$ cat src/uier_cfg.svh
/*
 Offsets, bit positions, reset values and bus codes of the register bank.
 Assumes it is included once per file by its bare name.
*/
`ifndef UIER_CFG_SVH
`define UIER_CFG_SVH
`define UIER_OFF_EV_EN 8'h00
`define UIER_OFF_ERR_FLAGS 8'h04
`define UIER_OFF_ERR_EN 8'h08
`define UIER_OFF_MODE 8'h0c
`define UIER_OFF_EV_FLAGS 8'h10
`define UIER_EP_BASE 2'b01
`define UIER_BIT_STALL_EV 7
`define UIER_BIT_ATTACH 6
`define UIER_BIT_SUMMARY 1
`define UIER_BIT_UNIMPL 6
`define UIER_BIT_HOST 0
`define UIER_EP_LOW_SPEED_DIRECT 7
`define UIER_EP_RETRY 6
`define UIER_EP_HOST_MASK 8'hc0
`define UIER_EP_IMPL_MASK 8'h1f
`define UIER_ERR_IMPL_MASK 8'hbf
`define UIER_EV_DEV_MASK 8'hbf
`define UIER_RST_BYTE 8'h00
`define UIER_RST_WORD 32'h0000_0000
`define UIER_RESP_OKAY 2'b00
`define UIER_RESP_SLVERR 2'b10
`endif

$ cat src/uier_pkg.sv
/*
 Types of the register bank: hardware error events and endpoint fields.
 Assumes the header uier_cfg.svh is used for all numbers.
*/
package uier_pkg;
  // Error events from the packet engine, one-cycle pulses
  typedef struct packed {
    logic stuffing;
    logic timeout;
    logic alignment;
    logic data_crc;
    logic token_crc;
    logic frame_end;
    logic packet_id;
  } uier_err_in_t;
  // Endpoint control byte
  typedef struct packed {
    logic low_speed_direct;
    logic nak_retry_disable;
    logic spare;
    logic setup_transfer_disable;
    logic endpoint_rx_enable;
    logic endpoint_tx_enable;
    logic endpoint_stalled;
    logic endpoint_handshake_enable;
  } uier_ep_t;
  typedef enum logic [2:0] {
    UIER_R_EV_EN, UIER_R_ERR_FLAGS, UIER_R_ERR_EN, UIER_R_MODE,
    UIER_R_EV_FLAGS, UIER_R_EP, UIER_R_NONE
  } uier_reg_t;
  typedef enum logic [1:0] {UIER_RD_IDLE, UIER_RD_FETCH, UIER_RD_RESP} uier_rd_t;
endpackage

$ cat src/uier_ep_mem.sv
/*
 Sixteen endpoint control bytes with registered read ports.
 Assumes one synchronous active-low reset and writes pre-masked by the caller.
*/
`timescale 1ns/1ps
`default_nettype none
`include "uier_cfg.svh"
module uier_ep_mem (
  input wire logic aclk,
  input wire logic aresetn,
  input wire logic we,
  input wire logic [3:0] waddr,
  input wire logic [7:0] wdata,
  input wire logic stall_set,
  input wire logic [3:0] stall_idx,
  input wire logic [3:0] bus_raddr,
  output logic [7:0] bus_rdata,
  input wire logic [3:0] look_raddr,
  output logic [7:0] look_rdata,
  output logic [7:0] ep0
);
  logic [7:0] mem [16];

  // Writes; a stall report wins over a clearing write
  always_ff @(posedge aclk) begin
    for (int i = 0; i < 16; i++) begin
      if (!aresetn) begin
        mem[i] <= `UIER_RST_BYTE;
      end else begin
        if (we && waddr == 4'(i)) begin
          mem[i] <= wdata;
        end
        if (stall_set && stall_idx == 4'(i)) begin
          mem[i][1] <= 1'b1;
        end
      end
    end
  end

  // Registered read ports
  always_ff @(posedge aclk) begin
    if (!aresetn) begin
      bus_rdata <= `UIER_RST_BYTE;
      look_rdata <= `UIER_RST_BYTE;
      ep0 <= `UIER_RST_BYTE;
    end else begin
      bus_rdata <= mem[bus_raddr];
      look_rdata <= mem[look_raddr];
      ep0 <= mem[0];
    end
  end
endmodule
`default_nettype wire

$ cat src/uier_err_flags.sv
/*
 Sticky error flags, set by hardware and cleared by writing ones.
 Assumes set pulses are already steered for the current mode.
*/
`timescale 1ns/1ps
`default_nettype none
`include "uier_cfg.svh"
module uier_err_flags (
  input wire logic aclk,
  input wire logic aresetn,
  input wire logic [7:0] set,
  input wire logic clr_we,
  input wire logic [7:0] clr_data,
  output logic [7:0] flags
);
  logic [7:0] clr;

  assign clr = clr_we ? clr_data : `UIER_RST_BYTE;

  always_ff @(posedge aclk) begin
    if (!aresetn) begin
      flags <= `UIER_RST_BYTE;
    end else begin
      flags <= ((flags & ~clr) | set) & `UIER_ERR_IMPL_MASK;
    end
  end
endmodule
`default_nettype wire

$ cat src/uier_regs.sv
/*
 USB interrupt enable, error flag, error enable and endpoint control registers
 behind an AXI4-Lite slave, with endpoint lookup and interrupt request.
 Assumes the packet engine supplies error pulses and event flag levels on aclk.
*/
// Local design decisions: register access over AXI4-Lite and the placing of the registers.
`timescale 1ns/1ps
`default_nettype none
`include "uier_cfg.svh"
// How it works
// - Event enable low byte gates events; bit 7 stall; upper byte zero.
// - Attach enable bit 6 exists only in host mode, else reads zero.
// - Bit 0 enables bus reset in device mode, detach in host mode.
// - Bit stuffing violation sets flag bit 7.
// - Too many received bytes set flag bit 5 and extra bytes are dropped.
// - Missing turnaround response sets flag bit 4.
// - Data field not whole bytes sets flag bit 3.
// - Data packet CRC16 failure sets flag bit 2.
// - Device mode: token CRC5 rejection sets flag bit 1.
// - Host mode: end-of-frame error sets flag bit 1.
// - Packet identifier check failure sets flag bit 0.
// - Flags clear only where a written word carries a one.
// - Error enables mirror flag layout; bit 6 reads zero.
// - Error enable bit 1 gates CRC5 in device, EOF in host mode.
// - Sixteen endpoint control registers, low byte only.
// - With rx and tx both on, bit 4 blocks SETUP transfers.
// - Bit 3 permits receive, bit 2 permits transmit.
// - Bit 1 reads one once the endpoint was stalled.
// - Bit 0 enables handshake packets.
// - Endpoint zero bit 7 enables low-speed direct connection.
// - Endpoint zero bit 6 disables hardware NAK retry.
// - Bits 7 and 6 exist only on endpoint zero in host mode.
// - Summary error flag comes only from enabled error flags.
module uier_regs (
  input wire logic aclk,
  input wire logic aresetn,
  input wire logic [7:0] s_axi_awaddr,
  input wire logic s_axi_awvalid,
  output logic s_axi_awready,
  input wire logic [31:0] s_axi_wdata,
  input wire logic [3:0] s_axi_wstrb,
  input wire logic s_axi_wvalid,
  output logic s_axi_wready,
  output logic [1:0] s_axi_bresp,
  output logic s_axi_bvalid,
  input wire logic s_axi_bready,
  input wire logic [7:0] s_axi_araddr,
  input wire logic s_axi_arvalid,
  output logic s_axi_arready,
  output logic [31:0] s_axi_rdata,
  output logic [1:0] s_axi_rresp,
  output logic s_axi_rvalid,
  input wire logic s_axi_rready,
  input wire uier_pkg::uier_err_in_t err_in,
  input wire logic [7:0] event_flags,
  input wire logic rx_byte_strobe,
  input wire logic [9:0] rx_byte_index,
  input wire logic [9:0] bd_byte_count,
  output logic rx_store_enable,
  input wire logic [3:0] ep_sel,
  output logic ep_rx_allowed,
  output logic ep_tx_allowed,
  output logic ep_setup_allowed,
  output logic ep_handshake,
  input wire logic stall_sent,
  input wire logic [3:0] stall_ep,
  output logic low_speed_direct,
  output logic nak_retry_disable,
  output logic [7:0] event_enable_eff,
  output logic error_summary_flag,
  output logic usb_irq
);
  import uier_pkg::*;

  // ****************************************
  // Address decode
  // ****************************************

  // Map a byte address to a register
  function automatic uier_reg_t decode(input logic [7:0] a);
    uier_reg_t r;
    r = UIER_R_NONE;
    if (a[7:6] == `UIER_EP_BASE && a[1:0] == 2'b00) begin
      r = UIER_R_EP;
    end else begin
      case (a)
        `UIER_OFF_EV_EN: r = UIER_R_EV_EN;
        `UIER_OFF_ERR_FLAGS: r = UIER_R_ERR_FLAGS;
        `UIER_OFF_ERR_EN: r = UIER_R_ERR_EN;
        `UIER_OFF_MODE: r = UIER_R_MODE;
        `UIER_OFF_EV_FLAGS: r = UIER_R_EV_FLAGS;
        default: r = UIER_R_NONE;
      endcase
    end
    return r;
  endfunction

  logic [7:0] ev_en;
  logic [7:0] err_en;
  logic host_mode;
  logic [7:0] err_flags;
  logic [7:0] err_set;
  logic [7:0] ep_bus_data;
  uier_ep_t ep_look;
  uier_ep_t ep_zero;
  logic [7:0] aw_addr;
  logic aw_held;
  logic [31:0] w_data;
  logic [3:0] w_strb;
  logic w_held;
  logic do_write;
  uier_reg_t wr_reg;
  logic lane0;
  logic [7:0] ep_wdata;
  uier_rd_t rd_state;
  uier_reg_t rd_reg;
  logic [7:0] rd_addr;
  logic [3:0] ep_raddr;
  logic [7:0] rd_byte;
  logic overrun;

  // ****************************************
  // Write channel
  // ****************************************

  assign s_axi_awready = !aw_held;
  assign s_axi_wready = !w_held;
  assign do_write = aw_held && w_held && !s_axi_bvalid;
  assign wr_reg = decode(aw_addr);
  assign lane0 = w_strb[0];

  // Hold the write address until both halves are in
  always_ff @(posedge aclk) begin
    if (!aresetn) begin
      aw_held <= 1'b0;
      aw_addr <= `UIER_RST_BYTE;
    end else if (s_axi_awvalid && s_axi_awready) begin
      aw_held <= 1'b1;
      aw_addr <= s_axi_awaddr;
    end else if (do_write) begin
      aw_held <= 1'b0;
    end
  end

  // Hold the write data until both halves are in
  always_ff @(posedge aclk) begin
    if (!aresetn) begin
      w_held <= 1'b0;
      w_data <= `UIER_RST_WORD;
      w_strb <= 4'h0;
    end else if (s_axi_wvalid && s_axi_wready) begin
      w_held <= 1'b1;
      w_data <= s_axi_wdata;
      w_strb <= s_axi_wstrb;
    end else if (do_write) begin
      w_held <= 1'b0;
    end
  end

  // Write response, error for unmapped addresses
  always_ff @(posedge aclk) begin
    if (!aresetn) begin
      s_axi_bvalid <= 1'b0;
      s_axi_bresp <= `UIER_RESP_OKAY;
    end else if (do_write) begin
      s_axi_bvalid <= 1'b1;
      s_axi_bresp <= (wr_reg == UIER_R_NONE) ? `UIER_RESP_SLVERR : `UIER_RESP_OKAY;
    end else if (s_axi_bready) begin
      s_axi_bvalid <= 1'b0;
    end
  end

  // ****************************************
  // Enable and mode registers
  // ****************************************

  always_ff @(posedge aclk) begin
    if (!aresetn) begin
      ev_en <= `UIER_RST_BYTE;
    end else if (do_write && lane0 && wr_reg == UIER_R_EV_EN) begin
      ev_en <= w_data[7:0];
    end
  end

  // error enables, bit 6 kept zero
  always_ff @(posedge aclk) begin
    if (!aresetn) begin
      err_en <= `UIER_RST_BYTE;
    end else if (do_write && lane0 && wr_reg == UIER_R_ERR_EN) begin
      err_en <= w_data[7:0] & `UIER_ERR_IMPL_MASK;
    end
  end

  // Role select: host when set
  always_ff @(posedge aclk) begin
    if (!aresetn) begin
      host_mode <= 1'b0;
    end else if (do_write && lane0 && wr_reg == UIER_R_MODE) begin
      host_mode <= w_data[`UIER_BIT_HOST];
    end
  end

  // attach enable hidden in device mode
  // bit 0 serves reset or detach by role
  assign event_enable_eff = host_mode ? ev_en : (ev_en & `UIER_EV_DEV_MASK);

  // ****************************************
  // Error flags
  // ****************************************

  assign overrun = rx_byte_strobe && (rx_byte_index >= bd_byte_count);
  assign rx_store_enable = rx_byte_strobe && !overrun;

  assign err_set = {err_in.stuffing, 1'b0, overrun, err_in.timeout,
                    err_in.alignment, err_in.data_crc,
                    host_mode ? err_in.frame_end : err_in.token_crc,
                    err_in.packet_id};

  uier_err_flags u_flags (
    .aclk(aclk),
    .aresetn(aresetn),
    .set(err_set),
    .clr_we(do_write && lane0 && wr_reg == UIER_R_ERR_FLAGS),
    .clr_data(w_data[7:0]),
    .flags(err_flags)
  );

  always_ff @(posedge aclk) begin
    if (!aresetn) begin
      error_summary_flag <= 1'b0;
    end else begin
      error_summary_flag <= |(err_flags & err_en);
    end
  end

  // request held while flag and enable meet
  always_ff @(posedge aclk) begin
    if (!aresetn) begin
      usb_irq <= 1'b0;
    end else begin
      usb_irq <= |({event_flags[7:2], error_summary_flag, event_flags[0]}
                   & event_enable_eff);
    end
  end

  // ****************************************
  // Endpoint registers
  // ****************************************

  // host-only bits kept on endpoint zero in host mode
  always_comb begin
    ep_wdata = w_data[7:0] & `UIER_EP_IMPL_MASK;
    if (host_mode && aw_addr[5:2] == 4'h0) begin
      ep_wdata = w_data[7:0] & (`UIER_EP_IMPL_MASK | `UIER_EP_HOST_MASK);
    end
  end

  // sixteen bytes; stall sets bit 1
  uier_ep_mem u_ep (
    .aclk(aclk),
    .aresetn(aresetn),
    .we(do_write && lane0 && wr_reg == UIER_R_EP),
    .waddr(aw_addr[5:2]),
    .wdata(ep_wdata),
    .stall_set(stall_sent),
    .stall_idx(stall_ep),
    .bus_raddr(ep_raddr),
    .bus_rdata(ep_bus_data),
    .look_raddr(ep_sel),
    .look_rdata(ep_look),
    .ep0(ep_zero)
  );

  assign ep_rx_allowed = ep_look.endpoint_rx_enable;
  assign ep_tx_allowed = ep_look.endpoint_tx_enable;
  // setup allowed only when both directions on and bit 4 clear
  assign ep_setup_allowed = ep_look.endpoint_rx_enable && ep_look.endpoint_tx_enable
                            && !ep_look.setup_transfer_disable;
  assign ep_handshake = ep_look.endpoint_handshake_enable;
  assign low_speed_direct = host_mode && ep_zero.low_speed_direct;
  assign nak_retry_disable = host_mode && ep_zero.nak_retry_disable;

  // ****************************************
  // Read channel
  // ****************************************

  assign s_axi_arready = (rd_state == UIER_RD_IDLE);
  assign rd_reg = decode(rd_addr);
  // Endpoint read address follows the bus while idle, so the byte is ready at fetch
  assign ep_raddr = (rd_state == UIER_RD_IDLE) ? s_axi_araddr[5:2] : rd_addr[5:2];

  // Read data byte for the held address
  always_comb begin
    case (rd_reg)
      UIER_R_EV_EN: rd_byte = event_enable_eff;
      UIER_R_ERR_FLAGS: rd_byte = err_flags;
      UIER_R_ERR_EN: rd_byte = err_en;
      UIER_R_MODE: rd_byte = {7'h00, host_mode};
      UIER_R_EV_FLAGS: rd_byte = {event_flags[7:2], error_summary_flag, event_flags[0]};
      // host bits hidden outside host mode
      UIER_R_EP: rd_byte = host_mode ? ep_bus_data : (ep_bus_data & `UIER_EP_IMPL_MASK);
      default: rd_byte = `UIER_RST_BYTE;
    endcase
  end

  // Take address, wait for memory, answer
  always_ff @(posedge aclk) begin
    if (!aresetn) begin
      rd_state <= UIER_RD_IDLE;
      rd_addr <= `UIER_RST_BYTE;
      s_axi_rvalid <= 1'b0;
      s_axi_rdata <= `UIER_RST_WORD;
      s_axi_rresp <= `UIER_RESP_OKAY;
    end else begin
      case (rd_state)
        UIER_RD_IDLE: begin
          if (s_axi_arvalid) begin
            rd_addr <= s_axi_araddr;
            rd_state <= UIER_RD_FETCH;
          end
        end
        UIER_RD_FETCH: begin
          s_axi_rdata <= {24'h000000, rd_byte};
          s_axi_rresp <= (rd_reg == UIER_R_NONE) ? `UIER_RESP_SLVERR : `UIER_RESP_OKAY;
          s_axi_rvalid <= 1'b1;
          rd_state <= UIER_RD_RESP;
        end
        UIER_RD_RESP: begin
          if (s_axi_rready) begin
            s_axi_rvalid <= 1'b0;
            rd_state <= UIER_RD_IDLE;
          end
        end
        default: rd_state <= UIER_RD_IDLE;
      endcase
    end
  end
endmodule
`default_nettype wire

$ cat config.mk
export PLATFORM = sky130hd
export DESIGN_NAME = uier_regs
export DESIGN_NICKNAME = d
export VERILOG_FILES = /design/src/uier_pkg.sv /design/src/uier_ep_mem.sv /design/src/uier_err_flags.sv /design/src/uier_regs.sv
export VERILOG_INCLUDE_DIRS = /design/src
export SDC_FILE = /design/constraint.sdc
export NUM_CORES = 1
export LEC_CHECK = 0
export ABC_CLOCK_PERIOD_IN_PS = 2100
export BUFFER_PORTS_ARGS = -buffer_cell sky130_fd_sc_hd__buf_4
export CAP_MARGIN = 5
export CORE_MARGIN = 1.5
export CORE_UTILIZATION = 50
export DETAILED_ROUTE_END_ITERATION = 10
export GPL_ROUTABILITY_DRIVEN = 0
export HOLD_SLACK_MARGIN = 0.03
export PLACE_DENSITY = 0.75
export SETUP_SLACK_MARGIN = 0.1
export SLEW_MARGIN = 20
export SYNTH_ARGS = -nofsm -noshare
export SYNTH_HDL_FRONTEND = slang
export SYNTH_SLANG_ARGS = --single-unit
export TNS_END_PERCENT = 1
$ cat constraint.sdc
create_clock -name aclk -period 2.1 [get_ports aclk]
set_input_delay 0.105 -clock aclk [delete_from_list [all_inputs] [get_ports aclk]]
set_output_delay 0.105 -clock aclk [all_outputs]
set_load 0.02 [all_outputs]
==> flow_metrics.env <==
export IMPL_outcome="completed"
export IMPL_vias=7865
export IMPL_tightest_slew_ns=0.7723
export IMPL_clk_pin_slew_worst_paths_ns=0.07
export IMPL_cp_start_kind="flip-flop"
export IMPL_rsz0062_at_grt="true"
export IMPL_core_area_um2=18890
export IMPL_holdCritPathClass="in2reg"
export IMPL_die_area_um2=20370
export IMPL_vias_per_cell=5.614
export IMPL_required_ns=2.24
export IMPL_clk_latency_ns=0.44
export IMPL_drv_slew=0
export IMPL_wl_per_cell_um=18.47
export IMPL_numCtsBuffers=17
export IMPL_timing_rr_start="aw_addr[7]"
export IMPL_clock_sinks=191
export IMPL_drc=0
export IMPL_grt_max_degree=57
export IMPL_io_pins=162
export IMPL_synth_edf_count=112
export IMPL_fin_cells=1401
export IMPL_area_growth_pct=22.72
export IMPL_ys_flop_type="edfxtp_1"
export IMPL_setup_viol=0
export IMPL_grt_first_pass_wirelength_um=40410
export IMPL_die_h_um=142.7
export IMPL_synth_top_cell_by_area="edfxtp_1"
export IMPL_antenna_found_initial=0
export IMPL_synthArstFlopShare=0
export IMPL_endpoint="u_ep.mem[3][4]"
export IMPL_synth_warnings=0
export IMPL_path_depth=5
export IMPL_end_kind="flip-flop"
export IMPL_netlist_area_um2=9759
export IMPL_ant_nets=0
export IMPL_rr_worst_depth=5
export IMPL_dp_cells=1330
export IMPL_pre_cts_slack_ns=0.1506
export IMPL_drt_initial_drc_count=794
export IMPL_drive_gt1_frac=0.2016
export IMPL_die_w_um=142.7
export IMPL_fmax_mhz=507.1
export IMPL_root_buffer="clkbuf_16"
export IMPL_fin_crit_ns=1.972
export IMPL_path_class="reg2reg"
export IMPL_synth_common_cells="nand2_1, edfxtp_1, and2_1, dfxtp_1, a21oi_1"
export IMPL_period_share=0.9390
export IMPL_worst_path_max_delay_cell="dfxtp_1"
export IMPL_slew_headroom=0.4851
export IMPL_syn_mean_instance_area_um2=10.28
export IMPL_p_leak_nw=4.840
export IMPL_diodes=0
export IMPL_power_density_nw_per_um2=728.3
export IMPL_crit_start="aw_addr[7]"
export IMPL_syn_inst=949
export IMPL_ir_worst_vdd_uv=649.2
export IMPL_clock_path_buffers=2
export IMPL_nets=1242
export IMPL_path_max_fanout=6
export IMPL_cp_top_family="simple AND/OR/NAND/NOR gates"
export IMPL_worstPathArrival_ns=2.11
export IMPL_wl_um=25870
export IMPL_yosysTopAreaCellShare=0.3446
export IMPL_final_hold_violation_count=0
export IMPL_drt_first_pass_iters=6
export IMPL_port_buffers=107
export IMPL_reg2reg_setup_slack_ns=0.13
export IMPL_cts_setup_buffers=0
export IMPL_drv_cap=0
export IMPL_std_cell_rows=50
export IMPL_fin_worst_skew_ns=0.01033
export IMPL_detailed_place_hpwl_um=18300
export IMPL_holdPathStages=4
export IMPL_synth_cell_type_count=66
export IMPL_fin_ws_ns=0.1282
export IMPL_cpPeakStageDelay_ns=0.32
export IMPL_netlist_top_cells_area="edfxtp_1, dfxtp_1, nand2_1"
export IMPL_synth_seq_cells=191
export IMPL_ys_seq_area_frac=0.5067
export IMPL_htreeDepth=4
export IMPL_cts_tree="built"
export IMPL_path_cells="nor3_2 > nand4_1 > or2_1 > o21ai_0 > buf_4"
export IMPL_path_buf_inv=1
export IMPL_r2r_end="u_ep.mem[3][4]"
export IMPL_grtUsageTotal=0.2627
export IMPL_initial_core_util=0.5166
export IMPL_overflow=0
export IMPL_synth_most_common_cell="nand2_1"
export IMPL_grt_pass1_vias=7657
==> cells by family after synthesis <==
logic type | Yosys count | share of synthesized area
simple gates | 375 | 0.1956
flops | 191 | 0.5067
fa+ha+maj | 10 | 0.01282
other cells | 1 | 0.0003842
mux | 66 | 0.09436
buf+inv | 109 | 0.06013
compound gates | 197 | 0.1300
==> layer usage <==
layer / routed length [um] / vias up / global-route usage
met2: 12710 / 381 / 0.4425
met1: 10560 / 3739 / 0.3444
met5: 0 / - / 0
met4: 507 / 0 / 0.08302
li1: - / 3708 / -
met3: 2105 / 37 / 0.04829
==> worst min-delay path, stage by stage <==
cell and delay [ns]:
buf_4 0.08, ha_1 0.13, a221oi_1 0.05, o21ai_0 0.14
==> report_power, final <==
part           leakage [nW]  total, mW  switching [mW]  internal (mW)
registers              1.77       4.28           0.143           4.14
logic                  2.77       1.21           0.671          0.536
clock network         0.296       3.24            1.44           1.79
==> cell type report <==
type	instances	area, um^2
clock buffers	19	475.5
clock inverters	13	117.6
fillers	1485	6917
inverters	17	63.81
multi-input cells	704	4436
flip-flops and latches	191	4945
well taps	260	325.3
repair buffers	197	1614
==> per-stage QoR <==
stage	power, mW	setup TNS (ns)	util	instance area (um^2)	hold WS, ns
after floorplan	5.065	-0.1233	-	9966	0.2224
after global placement	5.457	0	0.5818	10990	0.3094
after detailed placement	5.486	0	0.5818	10990	0.3177
after CTS	8.718	0	0.6338	11980	0.09336
after global routing	9.008	0	0.6339	11980	0.1151
final	8.722	0	0.6339	11980	0.09706
==> placed cells by master, fill, tap and decap left out, types with 4 or more instances in the layout <==
master	netlist	layout
a21o_1	9	8
a21oi_1	64	64
a22o_1	16	16
a22oi_1	4	4
a32o_1	13	13
and2_1	79	79
buf_4	33	155
clkbuf_16	0	19
conb_1	1	56
dfxtp_1	79	79
dlygate4sd3_1	0	39
edfxtp_1	112	112
ha_1	10	10
inv_1	16	15
inv_6	0	5
mux2_1	4	4
mux2_2	4	4
mux2i_1	38	38
mux4_2	20	20
nand2_1	135	135
nand2b_1	15	15
nand3_1	30	30
nand4_1	5	5
nor2_1	43	43
nor2b_1	8	8
nor3_1	25	25
o2111ai_1	8	8
o21ai_0	46	44
o21ai_1	7	9
o32ai_1	7	7
or2_1	4	4
or3_1	4	4
==> state kept, by name, summed over array words and instances (netlist names), 8 cells and up <==
register / count
u_ep.mem: 112
aw_addr: 8
ev_en: 8
rd_addr: 8
s_axi_rdata: 8
w_data: 8
==> worst min path at each step <==
stage / slack, ns / endpoint / from
final: 0.1 / u_flags.flags[5] / rx_byte_index[9]
after global routing: 0.12 / u_flags.flags[5] / rx_byte_index[9]
after CTS: 0.09 / u_ep.mem[3][1] / stall_ep[1]
after detailed placement: 0.32 / u_flags.flags[0] / err_in[0]
after global placement: 0.31 / u_flags.flags[7] / err_in[6]
after floorplan: 0.22 / u_flags.flags[0] / err_in[0]
==> repair_timing <==
| item | CTS | global route |
|---|---|---|
| hold buffers | 39 | 0 |
| resized for setup | 0 | 2 |
| endpoints found under the setup margin | 0 | 38 |
| hold endpoints to repair | 37 | 0 |
Note: power is estimated with default switching activity, not from simulation.
